File: src/verilog/mga_defs.vh
// register indices, field positions and reset values of the mic gain block
`ifndef MGA_DEFS_VH
`define MGA_DEFS_VH

// ----------------------------------------------------------------------
// register indices (byte address is four times the index)
// ----------------------------------------------------------------------
`define MGA_IDX_W 12
`define MGA_IDX_QUEUE_ENABLE 12'hb10
`define MGA_IDX_MIC_CONTROL 12'hb12
`define MGA_IDX_IRQ_FLAGS 12'hb13

// ----------------------------------------------------------------------
// reset values
// ----------------------------------------------------------------------
`define MGA_RST_QUEUE_ENABLE 8'hf9
`define MGA_RST_MIC_CONTROL 8'h20
`define MGA_RST_IRQ_FLAGS 4'h0

// ----------------------------------------------------------------------
// field positions
// ----------------------------------------------------------------------
`define MGA_GAIN_HI 5
`define MGA_GAIN_LO 0
`define MGA_STEREO_BIT 6
`define MGA_DIGITAL_BIT 7
`define MGA_CAPT_EN_HI 3
`define MGA_CAPT_EN_LO 0
`define MGA_IRQ_EN_HI 7
`define MGA_IRQ_EN_LO 4
`define MGA_FLAG_FIRST_LOW 0
`define MGA_FLAG_FIRST_HIGH 1
`define MGA_FLAG_SECOND_HIGH 2
`define MGA_FLAG_THIRD_HIGH 3
`define MGA_NUM_FLAGS 4

// ----------------------------------------------------------------------
// gain law: half-dB units, zero dB code, three half-dB per code step
// ----------------------------------------------------------------------
`define MGA_GAIN_ZERO_CODE 8'h20
`define MGA_GAIN_W 8

// ----------------------------------------------------------------------
// bus answers
// ----------------------------------------------------------------------
`define MGA_RESP_OKAY 2'b00
`define MGA_RESP_SLVERR 2'b10
`define MGA_DATA_W 32
`define MGA_BYTE_W 8

`endif

File: src/verilog/mga_gain_map.v
// gain code to signed half-dB value converter
`timescale 1ns/1ps
`include "mga_defs.vh"

module mga_gain_map
(
    // gain code from the control register
    input wire [5:0] gain_code,
    // signed gain in half-dB steps, code 0x20 is zero
    output wire signed [`MGA_GAIN_W-1:0] gain_half_db
);

    // offset from the zero dB code, two's complement
    wire [`MGA_GAIN_W-1:0] code_off;
    // three times the offset, one code step is 1.5 dB
    wire [`MGA_GAIN_W-1:0] times_three;

    // ----------------------------------------------------------------------
    // linear law: four codes make 6 dB, so one code is three half-dB
    // ----------------------------------------------------------------------
    assign code_off = {2'b00, gain_code} - `MGA_GAIN_ZERO_CODE;
    // range -96..93 fits in eight bits, so the cut loses nothing
    assign times_three = code_off + {code_off[`MGA_GAIN_W-2:0], 1'b0};
    assign gain_half_db = times_three;

endmodule // mga_gain_map

File: src/verilog/mga_mic_gain_regs.v
// axi4-lite register bank for mic gain, capture mode and queue level flags
//
// Design decision made here: the AXI4-Lite slave port.
`timescale 1ns/1ps
`include "mga_defs.vh"

// Notes on behaviour
// - code 0x20 is 0 dB, four codes 6 dB
// - code 0x3c gives +42 dB, 0x38 +36 dB
// - gain code in bits 5:0, 0x00 is -48 dB
// - bit 6: zero mono, one stereo capture
// - bit 7: zero analog, one digital microphone
// - flag bit 0 first queue low, write-one clears
// - flag bit 1 first queue high, write-one clears
// - flag bit 2 second queue high, write-one clears
// - flag bit 3 third queue high, write-one clears
// - low event interrupts only when enable bit 4 set
module mga_mic_gain_regs
#(
    parameter ADDR_W = 16
)
(
    // clock and reset
    input wire aclk,
    input wire aresetn,

    // axi4-lite write address channel
    input wire [ADDR_W-1:0] s_axi_awaddr,
    input wire [2:0] s_axi_awprot,
    input wire s_axi_awvalid,
    output reg s_axi_awready,

    // axi4-lite write data channel
    input wire [31:0] s_axi_wdata,
    input wire [3:0] s_axi_wstrb,
    input wire s_axi_wvalid,
    output reg s_axi_wready,

    // axi4-lite write response channel
    output reg [1:0] s_axi_bresp,
    output reg s_axi_bvalid,
    input wire s_axi_bready,

    // axi4-lite read address channel
    input wire [ADDR_W-1:0] s_axi_araddr,
    input wire [2:0] s_axi_arprot,
    input wire s_axi_arvalid,
    output reg s_axi_arready,

    // axi4-lite read data channel
    output reg [31:0] s_axi_rdata,
    output reg [1:0] s_axi_rresp,
    output reg s_axi_rvalid,
    input wire s_axi_rready,

    // level events from the audio queues, same clock domain
    input wire first_audio_queue_low_evt,
    input wire first_audio_queue_high_evt,
    input wire second_audio_queue_high_evt,
    input wire third_audio_queue_high_evt,

    // microphone front end controls
    output reg [5:0] mic_gain_code,
    output reg signed [`MGA_GAIN_W-1:0] mic_gain_half_db,
    output reg stereo_capture,
    output reg digital_microphone_sel,
    output reg [3:0] queue_capture_en,

    // interrupt request, level
    output reg irq
);

    // ----------------------------------------------------------------------
    // storage
    // ----------------------------------------------------------------------
    // queue enable register: capture enables low, interrupt enables high
    reg [7:0] queue_enable_r;
    reg [7:0] queue_enable_nxt;

    // mic control: gain, mono or stereo, analog or digital
    reg [7:0] mic_control_r;
    reg [7:0] mic_control_nxt;

    // sticky level flags
    reg [`MGA_NUM_FLAGS-1:0] irq_flags_r;
    reg [`MGA_NUM_FLAGS-1:0] irq_flags_nxt;

    // ----------------------------------------------------------------------
    // bus channel state
    // ----------------------------------------------------------------------
    // write address captured and waiting for its data
    reg aw_have_r;
    reg aw_have_nxt;
    reg [ADDR_W-1:0] awaddr_r;
    reg [ADDR_W-1:0] awaddr_nxt;

    // write data captured and waiting for its address
    reg w_have_r;
    reg w_have_nxt;
    reg [31:0] wdata_r;
    reg [31:0] wdata_nxt;
    reg [3:0] wstrb_r;
    reg [3:0] wstrb_nxt;

    // response and read channel next values
    reg bvalid_nxt;
    reg [1:0] bresp_nxt;
    reg rvalid_nxt;
    reg [1:0] rresp_nxt;
    reg [31:0] rdata_nxt;
    reg awready_nxt;
    reg wready_nxt;
    reg arready_nxt;

    // ----------------------------------------------------------------------
    // decode helpers
    // ----------------------------------------------------------------------
    // both halves of a write are here and no response is pending
    wire do_write;

    // index of the captured write and of the incoming read
    wire [`MGA_IDX_W-1:0] wr_idx;
    wire [`MGA_IDX_W-1:0] rd_idx;

    // low byte lane enabled; registers are at most eight bits wide, the flag register four
    wire wr_lane0;

    // per-register write hits
    wire wr_enable_hit;
    wire wr_control_hit;
    wire wr_flags_hit;

    // incoming level events packed in flag order
    wire [`MGA_NUM_FLAGS-1:0] level_evt;

    // write-one-to-clear mask of this cycle
    wire [`MGA_NUM_FLAGS-1:0] flag_clear;

    // gain value from the converter
    wire signed [`MGA_GAIN_W-1:0] gain_half_db_w;

    // a write commits only while its response slot is free
    assign do_write = aw_have_r && w_have_r && !s_axi_bvalid;
    // only index bits decode; higher address bits alias
    assign wr_idx = awaddr_r[`MGA_IDX_W+1:2];
    assign rd_idx = s_axi_araddr[`MGA_IDX_W+1:2];
    assign wr_lane0 = wstrb_r[0];
    assign wr_enable_hit = do_write && (wr_idx == `MGA_IDX_QUEUE_ENABLE);
    assign wr_control_hit = do_write && (wr_idx == `MGA_IDX_MIC_CONTROL);
    assign wr_flags_hit = do_write && (wr_idx == `MGA_IDX_IRQ_FLAGS);

    // events come from logic on this clock, so no synchroniser
    assign level_evt[`MGA_FLAG_FIRST_LOW] = first_audio_queue_low_evt;
    assign level_evt[`MGA_FLAG_FIRST_HIGH] = first_audio_queue_high_evt;
    assign level_evt[`MGA_FLAG_SECOND_HIGH] = second_audio_queue_high_evt;
    assign level_evt[`MGA_FLAG_THIRD_HIGH] = third_audio_queue_high_evt;

    // only ones written in the low lane clear; zeros leave flags alone
    assign flag_clear = (wr_flags_hit && wr_lane0) ?
        wdata_r[`MGA_NUM_FLAGS-1:0] : {`MGA_NUM_FLAGS{1'b0}};

    // ----------------------------------------------------------------------
    // gain law converter
    // ----------------------------------------------------------------------
    mga_gain_map u_gain_map
    (
        .gain_code(mic_control_r[`MGA_GAIN_HI:`MGA_GAIN_LO]),
        .gain_half_db(gain_half_db_w)
    );

    // ----------------------------------------------------------------------
    // register next values
    // ----------------------------------------------------------------------
    // writes act only on the low byte; upper lanes are ignored
    always @*
    begin
        queue_enable_nxt = queue_enable_r;
        mic_control_nxt = mic_control_r;
        if (wr_enable_hit && wr_lane0)
        begin
            queue_enable_nxt = wdata_r[7:0];
        end
        if (wr_control_hit && wr_lane0)
        begin
            mic_control_nxt = wdata_r[7:0];
        end
        // set after clear, so an event in the clear cycle wins
        irq_flags_nxt = (irq_flags_r & ~flag_clear) | level_evt;
    end

    // ----------------------------------------------------------------------
    // bus channel next values
    // ----------------------------------------------------------------------
    // address and data are taken in either order, then one response
    always @*
    begin
        // everything holds unless a handshake moves it
        aw_have_nxt = aw_have_r;
        awaddr_nxt = awaddr_r;
        w_have_nxt = w_have_r;
        wdata_nxt = wdata_r;
        wstrb_nxt = wstrb_r;
        bvalid_nxt = s_axi_bvalid;
        bresp_nxt = s_axi_bresp;
        rvalid_nxt = s_axi_rvalid;
        rresp_nxt = s_axi_rresp;
        rdata_nxt = s_axi_rdata;
        // write address handshake
        if (s_axi_awvalid && s_axi_awready)
        begin
            aw_have_nxt = 1'b1;
            awaddr_nxt = s_axi_awaddr;
        end
        // write data handshake
        if (s_axi_wvalid && s_axi_wready)
        begin
            w_have_nxt = 1'b1;
            wdata_nxt = s_axi_wdata;
            wstrb_nxt = s_axi_wstrb;
        end
        // both halves here: commit and answer
        if (do_write)
        begin
            aw_have_nxt = 1'b0;
            w_have_nxt = 1'b0;
            bvalid_nxt = 1'b1;
            if (wr_enable_hit || wr_control_hit || wr_flags_hit)
            begin
                bresp_nxt = `MGA_RESP_OKAY;
            end
            else
            begin
                // unmapped address: nothing stored
                bresp_nxt = `MGA_RESP_SLVERR;
            end
        end
        else if (s_axi_bvalid && s_axi_bready)
        begin
            bvalid_nxt = 1'b0;
        end
        // read: answer one cycle after the address is taken
        if (s_axi_arvalid && s_axi_arready)
        begin
            rvalid_nxt = 1'b1;
            rresp_nxt = `MGA_RESP_OKAY;
            case (rd_idx)
                `MGA_IDX_QUEUE_ENABLE:
                begin
                    rdata_nxt = {24'h000000, queue_enable_r};
                end
                `MGA_IDX_MIC_CONTROL:
                begin
                    rdata_nxt = {24'h000000, mic_control_r};
                end
                `MGA_IDX_IRQ_FLAGS:
                begin
                    // upper bits of the flag register read as zero
                    rdata_nxt = {28'h0000000, irq_flags_r};
                end
                default:
                begin
                    rdata_nxt = 32'h00000000;
                    rresp_nxt = `MGA_RESP_SLVERR;
                end
            endcase
        end
        else if (s_axi_rvalid && s_axi_rready)
        begin
            rvalid_nxt = 1'b0;
        end
        // readies are registered, so they look one step ahead
        awready_nxt = !aw_have_nxt && !bvalid_nxt;
        wready_nxt = !w_have_nxt && !bvalid_nxt;
        arready_nxt = !rvalid_nxt;
    end

    // ----------------------------------------------------------------------
    // flip-flops
    // ----------------------------------------------------------------------
    // synchronous active-low reset; every output comes from here
    always @(posedge aclk)
    begin
        if (!aresetn)
        begin
            queue_enable_r <= `MGA_RST_QUEUE_ENABLE;
            mic_control_r <= `MGA_RST_MIC_CONTROL;
            irq_flags_r <= `MGA_RST_IRQ_FLAGS;
            aw_have_r <= 1'b0;
            awaddr_r <= {ADDR_W{1'b0}};
            w_have_r <= 1'b0;
            wdata_r <= 32'h00000000;
            wstrb_r <= 4'h0;
            s_axi_awready <= 1'b0;
            s_axi_wready <= 1'b0;
            s_axi_bvalid <= 1'b0;
            s_axi_bresp <= `MGA_RESP_OKAY;
            s_axi_arready <= 1'b0;
            s_axi_rvalid <= 1'b0;
            s_axi_rresp <= `MGA_RESP_OKAY;
            s_axi_rdata <= 32'h00000000;
            // gain outputs show zero in reset, not the derived value
            mic_gain_code <= 6'h00;
            mic_gain_half_db <= 8'h00;
            stereo_capture <= 1'b0;
            digital_microphone_sel <= 1'b0;
            queue_capture_en <= 4'h0;
            irq <= 1'b0;
        end
        else
        begin
            queue_enable_r <= queue_enable_nxt;
            mic_control_r <= mic_control_nxt;
            irq_flags_r <= irq_flags_nxt;
            aw_have_r <= aw_have_nxt;
            awaddr_r <= awaddr_nxt;
            w_have_r <= w_have_nxt;
            wdata_r <= wdata_nxt;
            wstrb_r <= wstrb_nxt;
            s_axi_awready <= awready_nxt;
            s_axi_wready <= wready_nxt;
            s_axi_bvalid <= bvalid_nxt;
            s_axi_bresp <= bresp_nxt;
            s_axi_arready <= arready_nxt;
            s_axi_rvalid <= rvalid_nxt;
            s_axi_rresp <= rresp_nxt;
            s_axi_rdata <= rdata_nxt;
            // front end controls follow the stored register one cycle on
            mic_gain_code <= mic_control_r[`MGA_GAIN_HI:`MGA_GAIN_LO];
            mic_gain_half_db <= gain_half_db_w;
            stereo_capture <= mic_control_r[`MGA_STEREO_BIT];
            digital_microphone_sel <= mic_control_r[`MGA_DIGITAL_BIT];
            // capture enables copy the low half, registered one cycle on
            queue_capture_en <=
                queue_enable_r[`MGA_CAPT_EN_HI:`MGA_CAPT_EN_LO];
            // a flag interrupts only while its enable is set
            irq <= |(irq_flags_r &
                queue_enable_r[`MGA_IRQ_EN_HI:`MGA_IRQ_EN_LO]);
        end
    end

    // protection bits carry no meaning for this bank
    wire unused_prot;
    assign unused_prot = ^{s_axi_awprot, s_axi_arprot, s_axi_wdata[31:8]};

endmodule // mga_mic_gain_regs
File: config.mk
export PLATFORM = sky130hd
export DESIGN_NAME = mga_mic_gain_regs
export DESIGN_NICKNAME = d
export VERILOG_FILES = /design/src/verilog/mga_gain_map.v /design/src/verilog/mga_mic_gain_regs.v
export VERILOG_INCLUDE_DIRS = /design/src /design/src/verilog
export SDC_FILE = /design/constraint.sdc
export NUM_CORES = 1
export LEC_CHECK = 0
export ABC_CLOCK_PERIOD_IN_PS = 2800
export BUFFER_PORTS_ARGS = -buffer_cell sky130_fd_sc_hd__buf_2
export CORE_MARGIN = 5
export CORE_UTILIZATION = 45
export DETAILED_ROUTE_END_ITERATION = 10
export PLACE_DENSITY = 0.77
export SKIP_CTS_REPAIR_TIMING = 1
export SYNTH_ARGS = -nofsm -noshare
export SYNTH_HDL_FRONTEND = slang
export SYNTH_SLANG_ARGS = --single-unit
export TNS_END_PERCENT = 100
File: constraint.sdc
create_clock -name aclk -period 2.8 [get_ports aclk]
set_clock_uncertainty 0.05 [all_clocks]
set_input_delay 0.42 -clock aclk [delete_from_list [all_inputs] [get_ports aclk]]
set_output_delay 0.42 -clock aclk [all_outputs]
set_load 0.01 [all_outputs]
==> out/results.ini, run 1 <==
[clocking]
htree_num_levels = 3
cts_max_path_buffers = 2
numClockSinks = 78
clock_latency_ns = 0.34
clk_pin_slew_ns = 0.08
cts_tree = built
cts_buffers = 9
cts_root_buffer = clkbuf_8

[worst_hold_path]
hp-start = s_axi_awaddr[7]
holdPathStages = 3
min_to = awaddr_r[7]
hp-class = input port to flip-flop

[finish]
fill_cells = 707
final_cell_count_no_fill = 537
design_area_um2 = 3820
drive_gt1_frac = 0.228
antenna-diode-count = 0
nets = 524
multi_input_comb_area_um2 = 1450
seq_area_um2 = 1560
utilization = 0.536
area_growth_pct = 17.8

[floorplan]
core-area_um2 = 7140
fp.dieW_um = 94.9
die_y_um = 94.9
die_area_um2 = 9010
start_util = 0.455
ios = 147
row_count = 31

[sta]
setup_tns_ns = 0
hold_ws_ns = 0.266
layout_min_cycle_time_ns = 2.41
finalCritPeriodShare = 0.860
worst_slew_margin_rel = 0.558
rsz0062_at_grt = false
report.final.setup_viol = 0
hold_violations = 0
max_freq_mhz = 415
worstMarginPinSlew_ns = 0.663
drv_slew = 0

[place]
port_buffers = 79
dp_cells = 521
postPlaceCellArea_um2 = 3610
gp_congestion = 0.801
dp_hpwl_mm = 5.03

[route]
drc = 0
dr_total_vias = 2517
wire_per_inst_um = 12.4
first_pass_iters = 4
vias_per_cell = 4.69
ant_nets = 0
routed_wl_mm = 6.67
drt_iter0_drc = 77

[synthesis]
yosys_register_bits = 78
avgSynthCellArea_um2 = 9.07
syn_area_um2 = 3250
synth_top_cell_by_area = dfxtp_1
ys_types = 37
ys.flop_type = dfxtp_1
ys_warn_count = 0
yosysSeqAreaShare = 0.481
synth_top_area_share = 0.481
syn_inst = 358
synth_area_leaders = dfxtp_1, nand2_1, buf_4
synth_edf_count = 0
async_reset_ff_frac = 0

[worst_setup_path]
critPathMaxFanout = 8
r2r_start = awaddr_r[7]
critical_path.max_stage_delay_ns = 0.62
critPathKind = flip-flop to flip-flop
r2r-end = mic_control_r[0]
cp-start-kind = flip-flop
critical_path.top_delay_family = simple AND/OR/NAND/NOR gates
slowest_stage = or3b_1
critPathCaptureType = flip-flop
cp.required_ns = 2.96
arrival_ns = 2.57
worstPathCellList = or4b_1 > or4_4 > or3b_1 > mux2i_1
reg2reg_depth = 4
regToRegSetupSlack_ns = 0.39
crit_buf_inv = 0

[power_and_ir_drop]
power.density_nw_per_um2 = 581
ir_drop_uv = 215
cellLeakagePower_nw = 1.81

[global_routing]
grt_max_degree = 38
grt_use_total = 0.158
grt_antenna_before_repair = 0
grt_pass1_vias = 2440
grt_pass1_wl_mm = 11.0
overflow = 0

[run]
maxCapViolations = 0

[status]
status = finished clean

==> logic make-up after synthesis <==
logic type	after synthesis	share of synthesized area
adders and majority gates	6	0.0254
and+or+nand+nor	132	0.202
AOI/OAI and AO/OA	58	0.116
muxes	22	0.0686
DFF	78	0.481
other	1	0.00115
xor gates and xnor gates	1	0.00270
buffers and inverters	60	0.103
==> per-stage QoR <==
stage / power, mW / setup slack [ns]
6_report: 2.22 / 0.392
5_1_grt: 2.32 / 0.320
4_1_cts: 2.25 / 0.380
3_5_place_dp: 1.35 / 0.405
3_3_place_gp: 1.34 / 0.444
2_1_floorplan: 1.31 / 0.653
==> metal layers <==
layer / track usage / wire [µm] / part of all wire
met1: 0.192 / 2990 / 0.45
met5: 0 / 0 / 0
met3: 0.0462 / 403 / 0.060
met2: 0.255 / 3180 / 0.48
met4: 0.0757 / 104 / 0.016
==> synthesized netlist by cell type, drive strengths merged (2+ instances only) <==
cell type,count
a21boi,24
a21oi,2
a22oi,6
a31oi,6
and2,8
and3,2
buf,28
clkbuf,14
dfxtp,78
ha,5
inv,18
mux2,2
mux2i,20
nand2,75
nand2b,7
nand4b,2
nand4bb,2
nor2,8
nor2b,15
nor3,5
o21ai,18
==> worst register-to-register path, delay by kind of cell, from the launching register on <==
kind	cells	cell delay, ns
AND/OR/NAND/NOR	3	1.72
multiplexers	1	0.20
flip-flops	1	0.32
==> where the power goes <==
group	internal, mW	switching (mW)	total [mW]	leakage [nW]
Clock	0.524	0.376	0.900	0.110
Combinational	0.0669	0.0930	0.160	1.06
Sequential	1.14	0.0219	1.16	0.635
Total	1.73	0.490	2.22	1.81
==> final cells by class <==
cell class                 count  area share
clock buffer                  12      0.0380
tap                           99      0.0324
sequential                    78       0.408
timing repair buffer          81       0.107
inverter                      18      0.0177
multi-input combinational    245       0.378
clock inverter                 4      0.0183
==> flip-flops by register name, indices dropped and copies added (netlist names), 4 cells and up <==
signal and count:
queue_capture_en 4, s_axi_rdata 8, mic_gain_half_db 7, queue_enable_r 8
irq_flags_r 4, awaddr_r 12, mic_control_r 8, wdata_r 8
mic_gain_code 6
==> worst max path at each step <==
stage / from / end / slack [ns] / cells past startpoint
finish: awaddr_r[7] / mic_control_r[0] / 0.39 / 4
global route: awaddr_r[7] / mic_control_r[4] / 0.32 / 4
CTS: awaddr_r[7] / mic_control_r[0] / 0.38 / 4
detailed placement: awaddr_r[7] / mic_control_r[0] / 0.40 / 4
global placement: awaddr_r[7] / mic_control_r[1] / 0.44 / 4
floorplan: awaddr_r[7] / mic_control_r[5] / 0.65 / 5
==> cells in the final DEF (no fill, tap or decap), types with 6 or more instances in the layout <==
cell and instances:
conb_1 26, a21boi_0 24, buf_2 79, nor2_1 8, nand2b_1 7, and2_1 7, dfxtp_1 78, a22oi_1 6
inv_1 18, mux2i_1 20, clkbuf_8 10, nand2_1 75, a31oi_1 6, nor2b_1 15, o21ai_0 18
Note: power is estimated with default switching activity, not from simulation.
==> inputs of run 2 (changes only) <==
PLACE_DENSITY = 0.87   (was 0.77)
==> run 2 against run 1 <==
Global-route usage up 0.095 points. First-iteration DRC count up 31%. Sequential power about the same. Flip-flop and latch count unchanged. Die area unchanged. Via count down 0.60%. Routed wire length up 0.46%. Sequential share of layout area down 0.57 points. Final area up 1.4%. Worst hold slack better by 0.0058 ns. Highest routed layer unchanged.
==> out/results.ini, run 2 (synthesis results as in run 1) <==
[status]
status = finished clean

[worst_setup_path]
cp.required_ns = 2.96
critPathMaxFanout = 8
crit_buf_inv = 0
critPathKind = flip-flop to flip-flop
cp-start-kind = flip-flop
slowest_stage = or3b_1
worstPathCellList = or4b_1 > or4_4 > or3b_1 > mux2i_1
critical_path.max_stage_delay_ns = 0.61
critPathCaptureType = flip-flop
arrival_ns = 2.55
critical_path.top_delay_family = simple AND/OR/NAND/NOR gates

[power_and_ir_drop]
ir_drop_uv = 393
clock_power_share = 0.452
netSwitchingPower_uw = 518
power.internal_mw = 1.89
power_frac_comb = 0.066
power.density_nw_per_um2 = 622
power_mw = 2.41
cellLeakagePower_nw = 1.83
seq_power_share = 0.482
switching_share = 0.215

[floorplan]
fp.dieW_um = 94.9
die_y_um = 94.9
start_util = 0.455
core-area_um2 = 7140
die_area_um2 = 9010
ios = 147
row_count = 31

[route]
ant_nets = 0
drt_iter0_drc = 101
first_pass_iters = 4
dr_total_vias = 2502
routed_wl_mm = 6.70
vias_per_cell = 4.66
drc = 0
wire_per_inst_um = 12.5

[clocking]
numClockSinks = 78
cts_root_buffer = clkbuf_8
cts_tree = built
cts_max_path_buffers = 2
cts_buffers = 9
clk_pin_slew_ns = 0.08
htree_num_levels = 3
clock_latency_ns = 0.35

[sta]
finalCritPeriodShare = 0.852
worstMarginPinSlew_ns = 0.637
worst_slew_margin_rel = 0.575
setup_ws_ns = 0.415
report.final.setup_viol = 0
hold_violations = 0
drv_slew = 0
rsz0062_at_grt = false
max_freq_mhz = 419
setup_tns_ns = 0
layout_min_cycle_time_ns = 2.39

[finish]
area_growth_pct = 19.4
layout.cells.most_common_list = buf_2, dfxtp_1, nand2_1, conb_1, a21boi_0
utilization = 0.543
fill_cells = 695
nets = 524
final_cell_count_no_fill = 537
drive_gt1_frac = 0.233
antenna-diode-count = 0
layout_commonest_cell = buf_2
top_register = awaddr_r
largest_register_ffs = 12

[worst_hold_path]
hp-class = input port to flip-flop

[global_routing]
grt_antenna_before_repair = 0
grt_pass1_wl_mm = 11.1
grt_max_degree = 42
grt_use_total = 0.159
grt_pass1_vias = 2482
overflow = 0

[place]
dp_hpwl_mm = 5.20
dp_cells = 521
pre_cts_slack_ns = 0.416
port_buffers = 79
gp_congestion = 0.829

[run]
maxCapViolations = 0

## run 2: routing by layer
metal | wire [µm] | global-route usage
met1 | 3010 | 0.196
met3 | 466 | 0.0398
met4 | 101 | 0.0637
met2 | 3120 | 0.264
met5 | 0 | 0
## run 2: power groups by stage
| stage | combinational, mW | clock [mW] | sequential (mW) |
|---|---|---|---|
| after floorplan | 0.124 | 0 | 1.19 |
| after global placement | 0.154 | 0 | 1.19 |
| after detailed placement | 0.159 | 0 | 1.19 |
| after CTS | 0.160 | 1.12 | 1.16 |
| after global routing | 0.183 | 1.18 | 1.17 |
| final | 0.160 | 1.09 | 1.16 |
## run 2: final timing paths
kind | end | cells after the start | slack (ns) | start
min reg2reg | s_axi_rdata[6] | 2 | 0.41 | s_axi_rdata[6]
max reg2reg | mic_control_r[6] | 4 | 0.41 | awaddr_r[7]
max | mic_control_r[6] | 4 | 0.41 | awaddr_r[7]
min | wdata_r[0] | 3 | 0.27 | s_axi_wdata[0]
## run 2: layout make-up
cell class / instances / area, µm² / area share
clock buffers: 9 / 124 / 0.0319
flip-flops and latches: 78 / 1560 / 0.403
inverters: 18 / 67.6 / 0.0174
multi-input cells: 245 / 1450 / 0.373
clock inverters: 7 / 145 / 0.0374
repair buffers: 81 / 410 / 0.106
well taps: 99 / 124 / 0.0319
## run 2: through the flow
stage	hold slack [ns]	cell area (µm²)
after floorplan	0.378	3340
after global placement	0.380	3610
after detailed placement	0.394	3610
after CTS	0.254	3880
after global routing	0.264	3880
final	0.272	3880
## run 2: worst reg2reg max path, cell delays in order, from the launching register on
cell	delay [ns]
dfxtp_1	0.31
or4b_1	0.56
or4_4	0.53
or3b_1	0.61
mux2i_1	0.19
==> inputs of run 3 (changes only) <==
RECOVER_POWER = 100   (was unset)
==> run 3 against run 2 <==
Clock power hardly changed. Via count hardly changed. Sequential share of layout area is 0.67 points higher. Final cell count stayed put. Critical endpoint is now queue_enable_r[0]. Worst setup slack worse by 0.12 ns. Worst hold slack hardly changed. Sequential power hardly changed. Largest power group unchanged. Largest cell class unchanged. Final area is 1.6% lower. Die area stayed put.
==> out/results.ini, run 3 (synthesis results as in run 1) <==
[worst_setup_path]
critical_path.max_stage_delay_ns = 0.68
critical_path_depth = 4
critical_path.top_delay_family = simple AND/OR/NAND/NOR gates
cp.required_ns = 3.02
reg2reg_depth = 4
arrival_ns = 2.73
critPathMaxFanout = 8
worstPathCellList = or4b_1 > or4_1 > nor3_2 > mux2i_1
cp-start-kind = flip-flop
critPathCaptureType = flip-flop
slowest_stage = nor3_2
crit_buf_inv = 0
critPathKind = flip-flop to flip-flop

[global_routing]
grt_use_total = 0.159
grt_antenna_before_repair = 0
grt_max_degree = 42
grt_pass1_wl_mm = 11.1
grt_pass1_vias = 2482
overflow = 0

[floorplan]
row_count = 31
ios = 147
core-area_um2 = 7140
die_area_um2 = 9010
die_y_um = 94.9
fp.dieW_um = 94.9
start_util = 0.455

[finish]
fill_cells = 707
final_cell_count_no_fill = 537
top_register = awaddr_r
drive_gt1_frac = 0.142
largest_register_ffs = 12
antenna-diode-count = 0
nets = 524
layout.cells.most_common_list = dfxtp_1, nand2_1, buf_2, clkbuf_1, conb_1
area_growth_pct = 17.5
layout_commonest_cell = dfxtp_1

[power_and_ir_drop]
netSwitchingPower_uw = 520
ir_drop_uv = 391
power.internal_mw = 1.89
power_frac_comb = 0.065
cellLeakagePower_nw = 1.67
switching_share = 0.216
seq_power_share = 0.482
clock_power_share = 0.453
power.density_nw_per_um2 = 632

[route]
met1_length_mm = 3.05
drc = 0
ant_nets = 0
routed_wl_mm = 6.75
vias_per_cell = 4.66
wire_per_inst_um = 12.6
wl_met3_um = 512
first_pass_iters = 4
drt_iter0_drc = 87
maxUsedRoutingLayer = met4
dr_total_vias = 2504
met2_length_mm = 3.08

[place]
dp_hpwl_mm = 5.20
dp_cells = 521
gp_congestion = 0.829
port_buffers = 79

[clocking]
cts_root_buffer = clkbuf_8
numClockSinks = 78
clock_latency_ns = 0.35
cts_buffers = 9
clk_pin_slew_ns = 0.08
cts_max_path_buffers = 2
cts_tree = built
htree_num_levels = 3

[sta]
drv_slew = 0
setup_tns_ns = 0
finalCritPeriodShare = 0.894
worst_slew_margin_rel = 0.0228
rsz0062_at_grt = false
max_freq_mhz = 399
report.final.setup_viol = 0
worstMarginPinSlew_ns = 1.47
layout_min_cycle_time_ns = 2.50
hold_violations = 0

[status]
status = finished clean

[worst_hold_path]
hp-class = input port to flip-flop
holdPathStages = 3

[run]
maxCapViolations = 0

run 3: changes by cell type in the layout (fill, tap and decap cells not counted), sizes merged:
cell,change
clkbuf,+39
buf,-39
run 3: power by group through the flow:
stage	Clock [mW]	Sequential [mW]	Combinational, mW
finish	1.09	1.16	0.157
global route	1.18	1.17	0.179
CTS	1.12	1.16	0.160
detailed placement	0	1.19	0.159
global placement	0	1.19	0.154
floorplan	0	1.19	0.124
run 3: path summary, 6_finish.rpt:
kind / slack [ns] / start / to
worst max-delay path: 0.30 / awaddr_r[7] / queue_enable_r[0]
worst min-delay path: 0.27 / s_axi_awaddr[6] / awaddr_r[6]
worst max register to register: 0.30 / awaddr_r[7] / queue_enable_r[0]
worst min register to register: 0.41 / s_axi_rdata[6] / s_axi_rdata[6]
run 3: layout make-up:
cell class	instances	area, µm²	area share
flip-flops and latches	78	1560	0.409
multi-input cells	245	1440	0.376
repair buffers	81	357	0.0935
clock inverters	7	145	0.0381
clock buffers	9	124	0.0325
well taps	99	124	0.0325
inverters	18	67.6	0.0177
run 3: worst register-to-register path, delay by kind of cell (launching register included):
family | cells | cell delay [ns]
flops | 1 | 0.31
mux | 1 | 0.28
simple gates | 3 | 1.78
run 3: per-stage QoR:
step | utilization | hold WS (ns) | cell area (µm²) | setup slack (ns) | power, mW
floorplan | - | 0.378 | 3340 | 0.653 | 1.31
global placement | 0.506 | 0.380 | 3610 | 0.448 | 1.34
detailed placement | 0.506 | 0.394 | 3610 | 0.416 | 1.35
CTS | 0.543 | 0.254 | 3880 | 0.399 | 2.44
global route | 0.534 | 0.267 | 3810 | 0.219 | 2.52
finish | 0.534 | 0.272 | 3810 | 0.296 | 2.41
run 3: layer usage:
layer | track usage | vias up
li1 | - | 1277
met1 | 0.196 | 1125
met2 | 0.264 | 91
met3 | 0.0398 | 11
met4 | 0.0637 | 0
met5 | 0 | -
